[config.mk]
export PLATFORM = sky130hd
export DESIGN_NAME = swd_watchdog
export DESIGN_NICKNAME = d
export VERILOG_FILES = /design/src/verilog/swd_pkg.sv /design/src/verilog/swd_watchdog.sv
export SDC_FILE = /design/constraint.sdc
export NUM_CORES = 1
export LEC_CHECK = 0
export ABC_AREA = 0
export BUFFER_PORTS_ARGS = -buffer_cell sky130_fd_sc_hd__buf_2
export CORE_ASPECT_RATIO = 1.1
export CORE_MARGIN = 2
export CORE_UTILIZATION = 30
export CTS_CLUSTER_SIZE = 16
export DETAILED_ROUTE_END_ITERATION = 10
export PLACE_DENSITY = 0.42
export SYNTH_ARGS = -nofsm -noshare
export SYNTH_HDL_FRONTEND = slang
export SYNTH_SLANG_ARGS = --single-unit
[constraint.sdc]
create_clock -name clk -period 6.9 [get_ports clk]
set_input_delay 0.345 -clock clk [delete_from_list [all_inputs] [get_ports clk]]
set_output_delay 0.345 -clock clk [all_outputs]
set_load 0.01 [all_outputs]
[src/verilog/swd_pkg.sv]
// Purpose: Shared constants and types of the watchdog and reset status block
// Assumes: 100 MHz clock, register access already decoded from the serial port
// Notes: Period table, mode codes and reset cause codes live here only
package swd_pkg;
    // Register addresses
    localparam logic [6:0] ADDR_WD_CTRL = 7'h00;
    localparam logic [6:0] ADDR_MAIN_STAT = 7'h03;

    // Watchdog mode selection codes (redundant, two bits apart)
    localparam logic [2:0] MODE_AUTO = 3'h1;
    localparam logic [2:0] MODE_TMO = 3'h2;
    localparam logic [2:0] MODE_WIN = 3'h4;

    // Period selection codes
    localparam logic [3:0] PER_8 = 4'h8;
    localparam logic [3:0] PER_16 = 4'h1;
    localparam logic [3:0] PER_32 = 4'h2;
    localparam logic [3:0] PER_64 = 4'hb;
    localparam logic [3:0] PER_128 = 4'h4;
    localparam logic [3:0] PER_256 = 4'hd;
    localparam logic [3:0] PER_1024 = 4'he;
    localparam logic [3:0] PER_4096 = 4'h7;
    localparam logic [3:0] PER_DEFAULT = PER_128;

    // Period lengths in milliseconds
    localparam logic [12:0] MS_8 = 13'h0008;
    localparam logic [12:0] MS_16 = 13'h0010;
    localparam logic [12:0] MS_32 = 13'h0020;
    localparam logic [12:0] MS_64 = 13'h0040;
    localparam logic [12:0] MS_128 = 13'h0080;
    localparam logic [12:0] MS_256 = 13'h0100;
    localparam logic [12:0] MS_1024 = 13'h0400;
    localparam logic [12:0] MS_4096 = 13'h1000;

    // Timing: one millisecond and the clock period, both in ns
    localparam int NS_PER_MS = 1000000;
    localparam int CLK_PERIOD_NS = 10;
    localparam int CYC_PER_MS = NS_PER_MS / CLK_PERIOD_NS;

    // Reset cause codes
    localparam logic [4:0] RC_POWER_ON = 5'h00;
    localparam logic [4:0] RC_CAN_WAKE = 5'h01;
    localparam logic [4:0] RC_PIN_WAKE = 5'h04;
    localparam logic [4:0] RC_SLEEP_OVF = 5'h0c;
    localparam logic [4:0] RC_DIAG_WAKE = 5'h0d;
    localparam logic [4:0] RC_EARLY_TRIG = 5'h0e;
    localparam logic [4:0] RC_WD_OVF = 5'h0f;
    localparam logic [4:0] RC_BAD_WD_MODE = 5'h10;
    localparam logic [4:0] RC_EXT_RESET = 5'h11;
    localparam logic [4:0] RC_OTP_EXIT = 5'h12;
    localparam logic [4:0] RC_CORE_UV = 5'h13;
    localparam logic [4:0] RC_BAD_SLEEP = 5'h14;

    // Watchdog control register layout
    typedef struct packed {
        logic [2:0] mode;
        logic rsv;
        logic [3:0] period;
    } swd_wdctl_t;

    // Main status register layout
    typedef struct packed {
        logic rsv;
        logic otw;
        logic normal_entered_flag;
        logic [4:0] cause;
    } swd_mstat_t;

    // Chip operating mode as seen by the watchdog
    typedef struct packed {
        logic normal;
        logic standby;
        logic sleep;
    } swd_chip_t;

    // Reset causes reported by the surrounding chip logic
    typedef struct packed {
        logic can_wake;
        logic pin_wake;
        logic diag_wake;
        logic ext_reset;
        logic otp_exit;
        logic core_uv;
        logic bad_sleep;
    } swd_cause_t;

    // Effective watchdog state
    typedef enum logic [2:0] {
        WD_OFF = 3'b001,
        WD_TMO = 3'b010,
        WD_WIN = 3'b100
    } swd_wdst_t;
endpackage

[src/verilog/swd_watchdog.sv]
// Purpose: Watchdog supervisor with main status and reset cause register
// Assumes: Register strobes and chip mode come from logic on clk
// Notes: Overtemperature warning arrives from an analog comparator
//
// Contract
// - Bit 6 shows overtemperature warning level
// - Bit 5 set until first Normal entry
// - Cause codes for power-on and sleep wakes
// - Cause codes for watchdog early, overflow, illegal
// - Cause codes for external, overtemp, undervoltage, sleep
// - Window, Timeout, Autonomous; Window only in Normal
// - Window restart only inside open window
// - Timeout restarts on trigger any time
// - Window selection runs Timeout until Normal
// - Mode change in Normal forces reset
// - Eight periods, default 128 ms
// - Redundant period code decode
// - Valid control write restarts timer
// - New mode and period apply at once
// - Mode decode and default by development bit
// - Off when forced normal or other modes
// - Autonomous runs only under listed conditions
// - Undefined codes abandon write, SPI fail
// - Window early trigger or overflow resets
// - Timeout overflow captures fail, resets if pending
`timescale 1ns/1ps
module swd_watchdog #(
    parameter int MS_CYCLES = swd_pkg::CYC_PER_MS
) (
    input wire logic clk,
    input wire logic srst,
    input wire logic reg_wr,
    input wire logic reg_rd,
    input wire logic [6:0] reg_addr,
    input wire logic [7:0] reg_wdata,
    output logic [7:0] reg_rdata,
    input wire swd_pkg::swd_chip_t chip_mode,
    input wire logic rxd_low,
    input wire logic forced_normal_cfg,
    input wire logic sw_dev_cfg,
    input wire logic overtemp_pin,
    input wire swd_pkg::swd_cause_t cause_evt,
    input wire logic wd_fail_en,
    input wire logic wd_fail_pending,
    input wire logic spi_fail_en,
    output logic sys_reset_req,
    output logic wd_fail_capture,
    output logic spi_fail_capture,
    output logic wd_wake,
    output logic [1:0] wd_status
);
    import swd_pkg::*;

    ////////////////////////////////////////////////////////////////////////
    // Decode helpers

    // Period code to milliseconds; zero marks an undefined code
    function automatic logic [12:0] period_ms(input logic [3:0] code);
        case (code)
            PER_8: period_ms = MS_8;
            PER_16: period_ms = MS_16;
            PER_32: period_ms = MS_32;
            PER_64: period_ms = MS_64;
            PER_128: period_ms = MS_128;
            PER_256: period_ms = MS_256;
            PER_1024: period_ms = MS_1024;
            PER_4096: period_ms = MS_4096;
            default: period_ms = '0;
        endcase
    endfunction

    function automatic logic mode_ok(input logic [2:0] code);
        mode_ok = (code == MODE_AUTO) || (code == MODE_TMO) || (code == MODE_WIN);
    endfunction

    ////////////////////////////////////////////////////////////////////////
    // State

    logic [2:0] mode_ff;
    logic [3:0] period_ff;
    logic init_ff;
    logic [31:0] cnt_ff;
    logic [4:0] cause_ff;
    logic nms_ff;
    logic otw_ff;
    logic ot_s1_ff;
    logic ot_s2_ff;
    logic ot_s3_ff;
    logic [7:0] rdata_ff;
    logic rst_req_ff;
    logic wdf_ff;
    logic spif_ff;
    logic wake_ff;

    swd_wdctl_t wr_ctl;
    swd_mstat_t mstat;
    swd_wdst_t wd_state;
    logic [31:0] per_cyc;
    logic [31:0] half_cyc;
    logic ctl_wr;
    logic codes_ok;
    logic mode_change_bad;
    logic wr_ok;
    logic early;
    logic ovf;
    logic win_fail;
    logic tmo_reset;
    logic tmo_capture;
    logic sleep_ovf;
    logic [4:0] nxt_cause;
    logic [31:0] nxt_cnt;

    ////////////////////////////////////////////////////////////////////////
    // Effective watchdog state from selection and chip mode

    // Window needs Normal; otherwise a Window selection times out
    assign wd_state = forced_normal_cfg ? WD_OFF :
        (mode_ff == MODE_WIN) ? (chip_mode.normal ? WD_WIN :
            ((chip_mode.standby || chip_mode.sleep) ? WD_TMO : WD_OFF)) :
        (mode_ff == MODE_TMO) ?
            ((chip_mode.normal || chip_mode.standby || chip_mode.sleep) ? WD_TMO : WD_OFF) :
        (sw_dev_cfg ? WD_OFF :
            ((chip_mode.normal || (chip_mode.standby && rxd_low)) ? WD_TMO : WD_OFF));

    ////////////////////////////////////////////////////////////////////////
    // Control write classification

    assign wr_ctl = reg_wdata;
    assign ctl_wr = reg_wr && (reg_addr == ADDR_WD_CTRL) && !init_ff;
    assign codes_ok = mode_ok(wr_ctl.mode) && (period_ms(wr_ctl.period) != '0);
    // A mode change while Normal is a host fault, caught here
    assign mode_change_bad = ctl_wr && codes_ok && chip_mode.normal
        && (wr_ctl.mode != mode_ff);
    assign wr_ok = ctl_wr && codes_ok && !mode_change_bad;

    ////////////////////////////////////////////////////////////////////////
    // Timer thresholds and events

    // Product stays below 2^31 for the longest period at 100 MHz
    assign per_cyc = 32'(period_ms(period_ff)) * 32'(MS_CYCLES);
    assign half_cyc = per_cyc >> 1;
    assign early = wr_ok && (wd_state == WD_WIN) && (cnt_ff < half_cyc);
    assign ovf = (wd_state != WD_OFF) && (cnt_ff >= per_cyc - 32'h1);
    assign win_fail = early || (ovf && (wd_state == WD_WIN));
    assign tmo_reset = ovf && (wd_state == WD_TMO) && wd_fail_pending;
    assign tmo_capture = ovf && (wd_state == WD_TMO) && !wd_fail_pending;
    assign sleep_ovf = tmo_capture && chip_mode.sleep;

    // Timer: cleared while off, on a trigger and on overflow
    assign nxt_cnt = (wd_state == WD_OFF) ? '0 :
        (wr_ok || ovf) ? '0 :
        cnt_ff + 32'h1;

    // Cause priority: watchdog faults first, then chip events
    assign nxt_cause = early ? RC_EARLY_TRIG :
        (win_fail || tmo_reset) ? RC_WD_OVF :
        mode_change_bad ? RC_BAD_WD_MODE :
        sleep_ovf ? RC_SLEEP_OVF :
        cause_evt.ext_reset ? RC_EXT_RESET :
        cause_evt.otp_exit ? RC_OTP_EXIT :
        cause_evt.core_uv ? RC_CORE_UV :
        cause_evt.bad_sleep ? RC_BAD_SLEEP :
        cause_evt.can_wake ? RC_CAN_WAKE :
        cause_evt.pin_wake ? RC_PIN_WAKE :
        cause_evt.diag_wake ? RC_DIAG_WAKE :
        cause_ff;

    ////////////////////////////////////////////////////////////////////////
    // Configuration: default loaded one edge after reset release

    // Development bit is sampled by a clocked load, not by the reset
    always_ff @(posedge clk) begin
        if (srst) begin
            init_ff <= 1'b1;
            mode_ff <= MODE_TMO;
            period_ff <= PER_DEFAULT;
        end else if (init_ff) begin
            init_ff <= 1'b0;
            mode_ff <= sw_dev_cfg ? MODE_AUTO : MODE_TMO;
        end else if (wr_ok) begin
            mode_ff <= wr_ctl.mode;
            period_ff <= wr_ctl.period;
        end
    end

    // Timer and reset cause
    always_ff @(posedge clk) begin
        if (srst) begin
            cnt_ff <= '0;
            cause_ff <= RC_POWER_ON;
        end else begin
            cnt_ff <= nxt_cnt;
            cause_ff <= nxt_cause;
        end
    end

    // Normal-entered flag: set by power-up, cleared on Normal
    always_ff @(posedge clk) begin
        if (srst) begin
            nms_ff <= 1'b1;
        end else if (chip_mode.normal) begin
            nms_ff <= 1'b0;
        end
    end

    // Warning pin: three stages, accepted when last two agree
    always_ff @(posedge clk) begin
        if (srst) begin
            ot_s1_ff <= 1'b0;
            ot_s2_ff <= 1'b0;
            ot_s3_ff <= 1'b0;
            otw_ff <= 1'b0;
        end else begin
            ot_s1_ff <= overtemp_pin;
            ot_s2_ff <= ot_s1_ff;
            ot_s3_ff <= ot_s2_ff;
            if (ot_s2_ff == ot_s3_ff) begin
                otw_ff <= ot_s3_ff;
            end
        end
    end

    // Event pulses, one cycle each
    always_ff @(posedge clk) begin
        if (srst) begin
            rst_req_ff <= 1'b0;
            wdf_ff <= 1'b0;
            spif_ff <= 1'b0;
            wake_ff <= 1'b0;
        end else begin
            rst_req_ff <= win_fail || tmo_reset || mode_change_bad;
            wdf_ff <= wd_fail_en && (win_fail || tmo_capture);
            spif_ff <= spi_fail_en && ctl_wr && !codes_ok;
            wake_ff <= sleep_ovf;
        end
    end

    ////////////////////////////////////////////////////////////////////////
    // Register read

    assign mstat = '{rsv: 1'b0, otw: otw_ff, normal_entered_flag: nms_ff, cause: cause_ff};

    always_ff @(posedge clk) begin
        if (srst) begin
            rdata_ff <= '0;
        end else if (reg_rd && (reg_addr == ADDR_WD_CTRL)) begin
            rdata_ff <= {mode_ff, 1'b0, period_ff};
        end else if (reg_rd && (reg_addr == ADDR_MAIN_STAT)) begin
            rdata_ff <= mstat;
        end else if (reg_rd) begin
            rdata_ff <= '0;
        end
    end

    assign reg_rdata = rdata_ff;
    assign sys_reset_req = rst_req_ff;
    assign wd_fail_capture = wdf_ff;
    assign spi_fail_capture = spif_ff;
    assign wd_wake = wake_ff;
    // Window halves reported as 01 and 10, off as 00
    assign wd_status = (wd_state == WD_OFF) ? 2'h0 : (cnt_ff < half_cyc) ? 2'h1 : 2'h2;
endmodule

**Word-level counts from Yosys, hierarchy flattened**

Memories as Yosys holds them, arrays and structs flattened. A register that Yosys moved wholly into a read port is not among the register bits.
Index checks and enable logic that the tools add are counted.

- Register bits after elaboration: 62
- Memory bits (read-only): 256
- Input port bits: 36
- Output and inout bits: 14
- Logic and storage cells: 117
- Memories kept: 2

- $add $sub $neg: 2
- Multiply operators: 1
- Order comparisons: 2
- Equal/unequal tests: 12
- Mux-type cells: 30
- Bitwise operators: 1
- Reduce and logical (&&, ||, !) cells: 49

Memory list:

| name | depth | width | rd ports | clocked after Yosys merged registers in | wr ports | line | RTL |
|---|---|---|---|---|---|---|---|
| (no name shown) | 16 | 8 | 1 | 1 | 0 | swd_watchdog.sv:59 | `case (code)` |
| (no name shown) | 16 | 8 | 1 | 0 | 0 | swd_watchdog.sv:59 |  |

Operator list:

| operator | number |
|---|---|
| 2-to-1 mux 5 bit | 9 |
| adder 32 x 1 -> 32 bit, second input constant | 1 |
| greater-or-equal comparator 32 bit | 1 |
| less-than comparator 32 x 29 -> 1 bit | 1 |
| subtractor 30 x 1 -> 31 bit, second input constant | 1 |
| multiplier 13 x 12 -> 25 bit, second input constant | 1 |
| 2-to-1 mux 8 bit | 3 |
| logical AND 1 bit | 21 |
| 2-to-1 mux 2 bit | 8 |
| 2-to-1 mux 4 bit | 4 |
| 2-to-1 mux 3 bit | 5 |
| nonzero test 13 bit | 1 |
| logical OR 1 bit | 11 |
| nonzero test 11 bit | 1 |
| nonzero test 10 bit | 1 |
| == test 3 x 2 -> 1 bit, second input constant | 3 |
| == test 3 bit, second input constant | 3 |
| nonzero test 9 bit | 1 |
| == test 7 x 2 -> 1 bit, second input constant | 1 |
| zero test 7 bit | 1 |
| == test 3 x 1 -> 1 bit, second input constant | 2 |
| OR reduction 3 bit | 2 |
| zero test 1 bit | 4 |
| nonzero test 2 bit | 2 |
| 8 further kinds | 9 |

**Longest topological paths before layout**

- Word-level depth: 16
- Mapped depth: 31
- Depth with buffers taken out: 30

**Worst setup path after synthesis**

No wires, ideal clock.

- Kind: flip-flop to flip-flop
- Start: register half_cyc[7] (netlist name)
- End: register cnt_ff[23]
- Library setup time: 63 ps
- Data arrival time: 6275 ps
- Required time: 6837 ps
- Path slack: 563 ps
- Cell stages (with the launch flop): 29
- Buffers on the path: 2
- Path through: dfxtp_1 inv_1 ha_1 ha_1 inv_1 fa_1 fa_1 inv_1 ha_1 a21oi_1 nand2_1 o21a_4 mux2_2 nor2_1 nand4_1 nor2_1 nand3_1 nor2_1 nand3_1 ha_1 a21o_1 a21o_1 a211oi_1 o211a_1 nor2_1 or4b_1 buf_4 buf_8 nor2_4

RTL lines:

| element | line | RTL |
|---|---|---|
| end signal, assigned | swd_watchdog.sv:192 | `cnt_ff <= nxt_cnt;` |
| end, declared | swd_watchdog.sv:82 | `logic [31:0] cnt_ff;` |

==> metrics <==
status=finished, final reports clean; Max Cap Viol=0; I/O Buffers=48; Cells after DPL=1112; area grow syn2layout=15.14%; Core Footprint=22180 sq um; post-synthesis net count=929; IO Pins=50; RSZ-0062 raised after global routing=no; antenna cells=0; postcts setup bufs=0; Pleak=0.003469 uW; nets=987; Top delay family on crit path=adder cells; CTS tree=built; Setup violations, final=0; post-place instance area=7410 sq um; WS Path Type=reg -> reg; total number of yosys warnings=0; GP Congestion=0.8158; vias in the first global route=5649; Final Routed Wirelength=16.29 mm; Initial Utilization=30.59%; clk buf depth=2; worst IR drop on VDD=0.1312 mV; WP buf/inv=5; non-filler cells, final=1128; syn avg cell area=8.810 sq um; largest net degree at the start of global routing=41; Post-Layout Inst Area=7811 sq um; antenna violations before repair=0; max_slew headroom=42.77%; via count=5539; Die ar.=23830 sq um; Async SR Flop Fraction=0%; post-placement setup slack=0.05709 ns; first-pass GRT wire length=27.36 mm; Max H-tree Level=3; ys flop type=dfxtp_1; Tmin final=6.508 ns; Clock Skews=0.01084 ns; Final Max Tran Viols=0; Crit path largest cell delay=0.56 ns; highest clock rate=0.1536 GHz; pwr dens=133.4 nW/um^2; data required time at the worst endpoint=7.17 ns; final hold violation count=0; EDFF count, synth=0; CP most frequent cell=ha_1; Die X-Extent=147.4 um; Clock Latency Late Sink=0.33 ns; Total Neg Setup Slack=0 ns; post-synthesis cell type count=79; Worst Hold Class=in -> reg; die height=161.7 um; Cells after Synth=770; Mapped Area=6784 sq um; crit start category=flip-flop; DRC viols=0; Clock Sinks=70; initial DRC count=212; critical path peak fanout=32; register area share after synthesis=20.66%; Critical Path Sink Type=flip-flop; Tot GR Track Use=14.13%; grt total ovfl=0; final worst path period share=94.32%; Pre-Repair DR Iteration Count=4; Via density=4.910; CP arrival=6.78 ns; Reg clk slew, reported paths=0.06 ns; dpl hpwl=13.34 mm; Num CTS Buffers=9; Avg WL per Cell=14.45 um; share of cells above drive strength 1=18.25%; Worst Slack Setup Final=0.3916 ns; Post-DRT Antenna Nets=0; Root Buffer=clkbuf_16; flops & latches, synth=70; Cell Rows=57; Crit-path slowest cell=fa_1; Tightest Pin Transition=0.8519 ns
-- synth_stat cells, drive strengths merged (4+ instances only) --
cell / number / area share, %
buf: 12 / 1.6
nand3: 32 / 2.4
nor3b: 5 / 0.55
nor2: 91 / 8.2
a21oi: 35 / 3.0
dfxtp: 70 / 21
or4: 4 / 0.50
inv: 69 / 3.8
a22oi: 8 / 0.89
a211oi: 12 / 1.3
ha: 111 / 20
a31oi: 12 / 1.1
xor2: 31 / 4.0
o211ai: 4 / 0.44
xnor2: 40 / 5.3
nand2b: 12 / 1.1
nor4: 6 / 0.77
clkbuf: 7 / 0.39
nand2: 43 / 2.4
nor2b: 8 / 0.74
a21o: 16 / 1.8
fa: 12 / 3.5
o31ai: 4 / 0.44
nor3: 17 / 1.4
o21a: 8 / 1.0
and3: 14 / 1.4
nand4: 14 / 1.3
mux2i: 8 / 1.2
o21ai: 21 / 1.6
-- sequential cells by signal (all words and copies together) (netlist names), named ones only --
name              count
ot_s3_ff              1
wd_wake               1
mode_ff               3
half_cyc              2
cnt_ff               32
period_ff             4
ot_s1_ff              1
cause_ff              5
otw_ff                1
init_ff               1
reg_rdata             8
sys_reset_req         1
wd_fail_capture       1
ot_s2_ff              1
spi_fail_capture      1
nms_ff                1
-- what timing repair did --
action | 4_1_cts | 5_1_grt
hold endpoints to repair | 0 | 0
pin swaps | 0 | 1
hold buffers | 0 | 0
setup endpoints to repair | 2 | 41
gates resized for setup | 1 | 13
-- power breakdown --
group	switching (uW)	total, uW	internal (uW)	leakage, uW
combinational	36.5	59.7	23.2	0.00272
clock	178	568	390	0.000177
sequential	4.59	415	410	0.000570
total	219	1040	823	0.00347
-- logic make-up (layout without fill, tap and decap cells) --
group | Yosys count | in the layout | share of synthesized area (%)
xor gates and xnor gates | 71 | 71 | 9.277
AOI/OAI and AO/OA | 152 | 152 | 16.82
buffers and inverters | 88 | 151 | 5.810
and+or+nand+nor | 255 | 255 | 21.76
DFF | 70 | 70 | 20.66
adders and majority gates | 124 | 124 | 24.16
muxes | 10 | 10 | 1.512
-- worst paths after layout --
path | cells past startpoint | startpoint | endpoint | slack, ns
hold / removal | 2 | overtemp_pin | ot_s1_ff$_SDFF_PP0_ | 0.22
setup reg to reg | 28 | half_cyc[7]$_SDFF_PP0_ | cnt_ff[3]$_SDFF_PP0_ | 0.39
setup / recovery | 28 | half_cyc[7]$_SDFF_PP0_ | cnt_ff[3]$_SDFF_PP0_ | 0.39
hold reg to reg | 1 | nms_ff$_SDFFE_PP1P_ | nms_ff$_SDFFE_PP1P_ | 0.46
-- routing by layer --
metal | vias to the layer above | GRT usage, % | share of wire [%]
li1 | 2850 | - | -
met1 | 2602 | 18.06 | 47
met2 | 76 | 25.21 | 49
met3 | 11 | 1.854 | 2.1
met4 | 0 | 3.453 | 1.1
met5 | - | 0 | 0
-- placed cells by master (no fill, tap or decap), types with 5 or more instances in the layout --
master,n
a31oi_1,12
nand4_1,14
a21oi_1,26
nand2_1,42
and3_1,13
o21a_1,7
clkbuf_16,9
ha_1,111
buf_4,17
fa_1,12
a21o_1,16
xnor2_1,39
dfxtp_1,66
nand3_1,32
a22oi_1,8
buf_2,48
nor2_2,5
a211oi_1,11
a21oi_2,8
nor2_4,28
mux2i_1,8
nor4_1,5
xor2_1,31
nor3_1,16
nand2b_1,12
nor2_1,58
inv_1,69
nor2b_1,8
o21ai_0,18
nor3b_1,5
-- per-stage QoR --
step / power, uW / hold slack [ns] / util [%]
floorplan: 462.0 / 0.3727 / -
global placement: 482.5 / 0.4365 / 33.41
detailed placement: 483.8 / 0.4429 / 33.41
CTS: 1055 / 0.2095 / 35.07
global route: 1081 / 0.2749 / 35.22
finish: 1042 / 0.2211 / 35.22
-- layout make-up --
type,count,area [sq um]
clock buffers,10,229.0
clock inverters,6,133.9
fillers,2306,14370
inverters,69,259.0
multi-input cells,612,5026
flip-flops and latches,70,1406
well taps,295,369.1
repair buffers,66,387.9
Power figures use the tool's default switching activity.
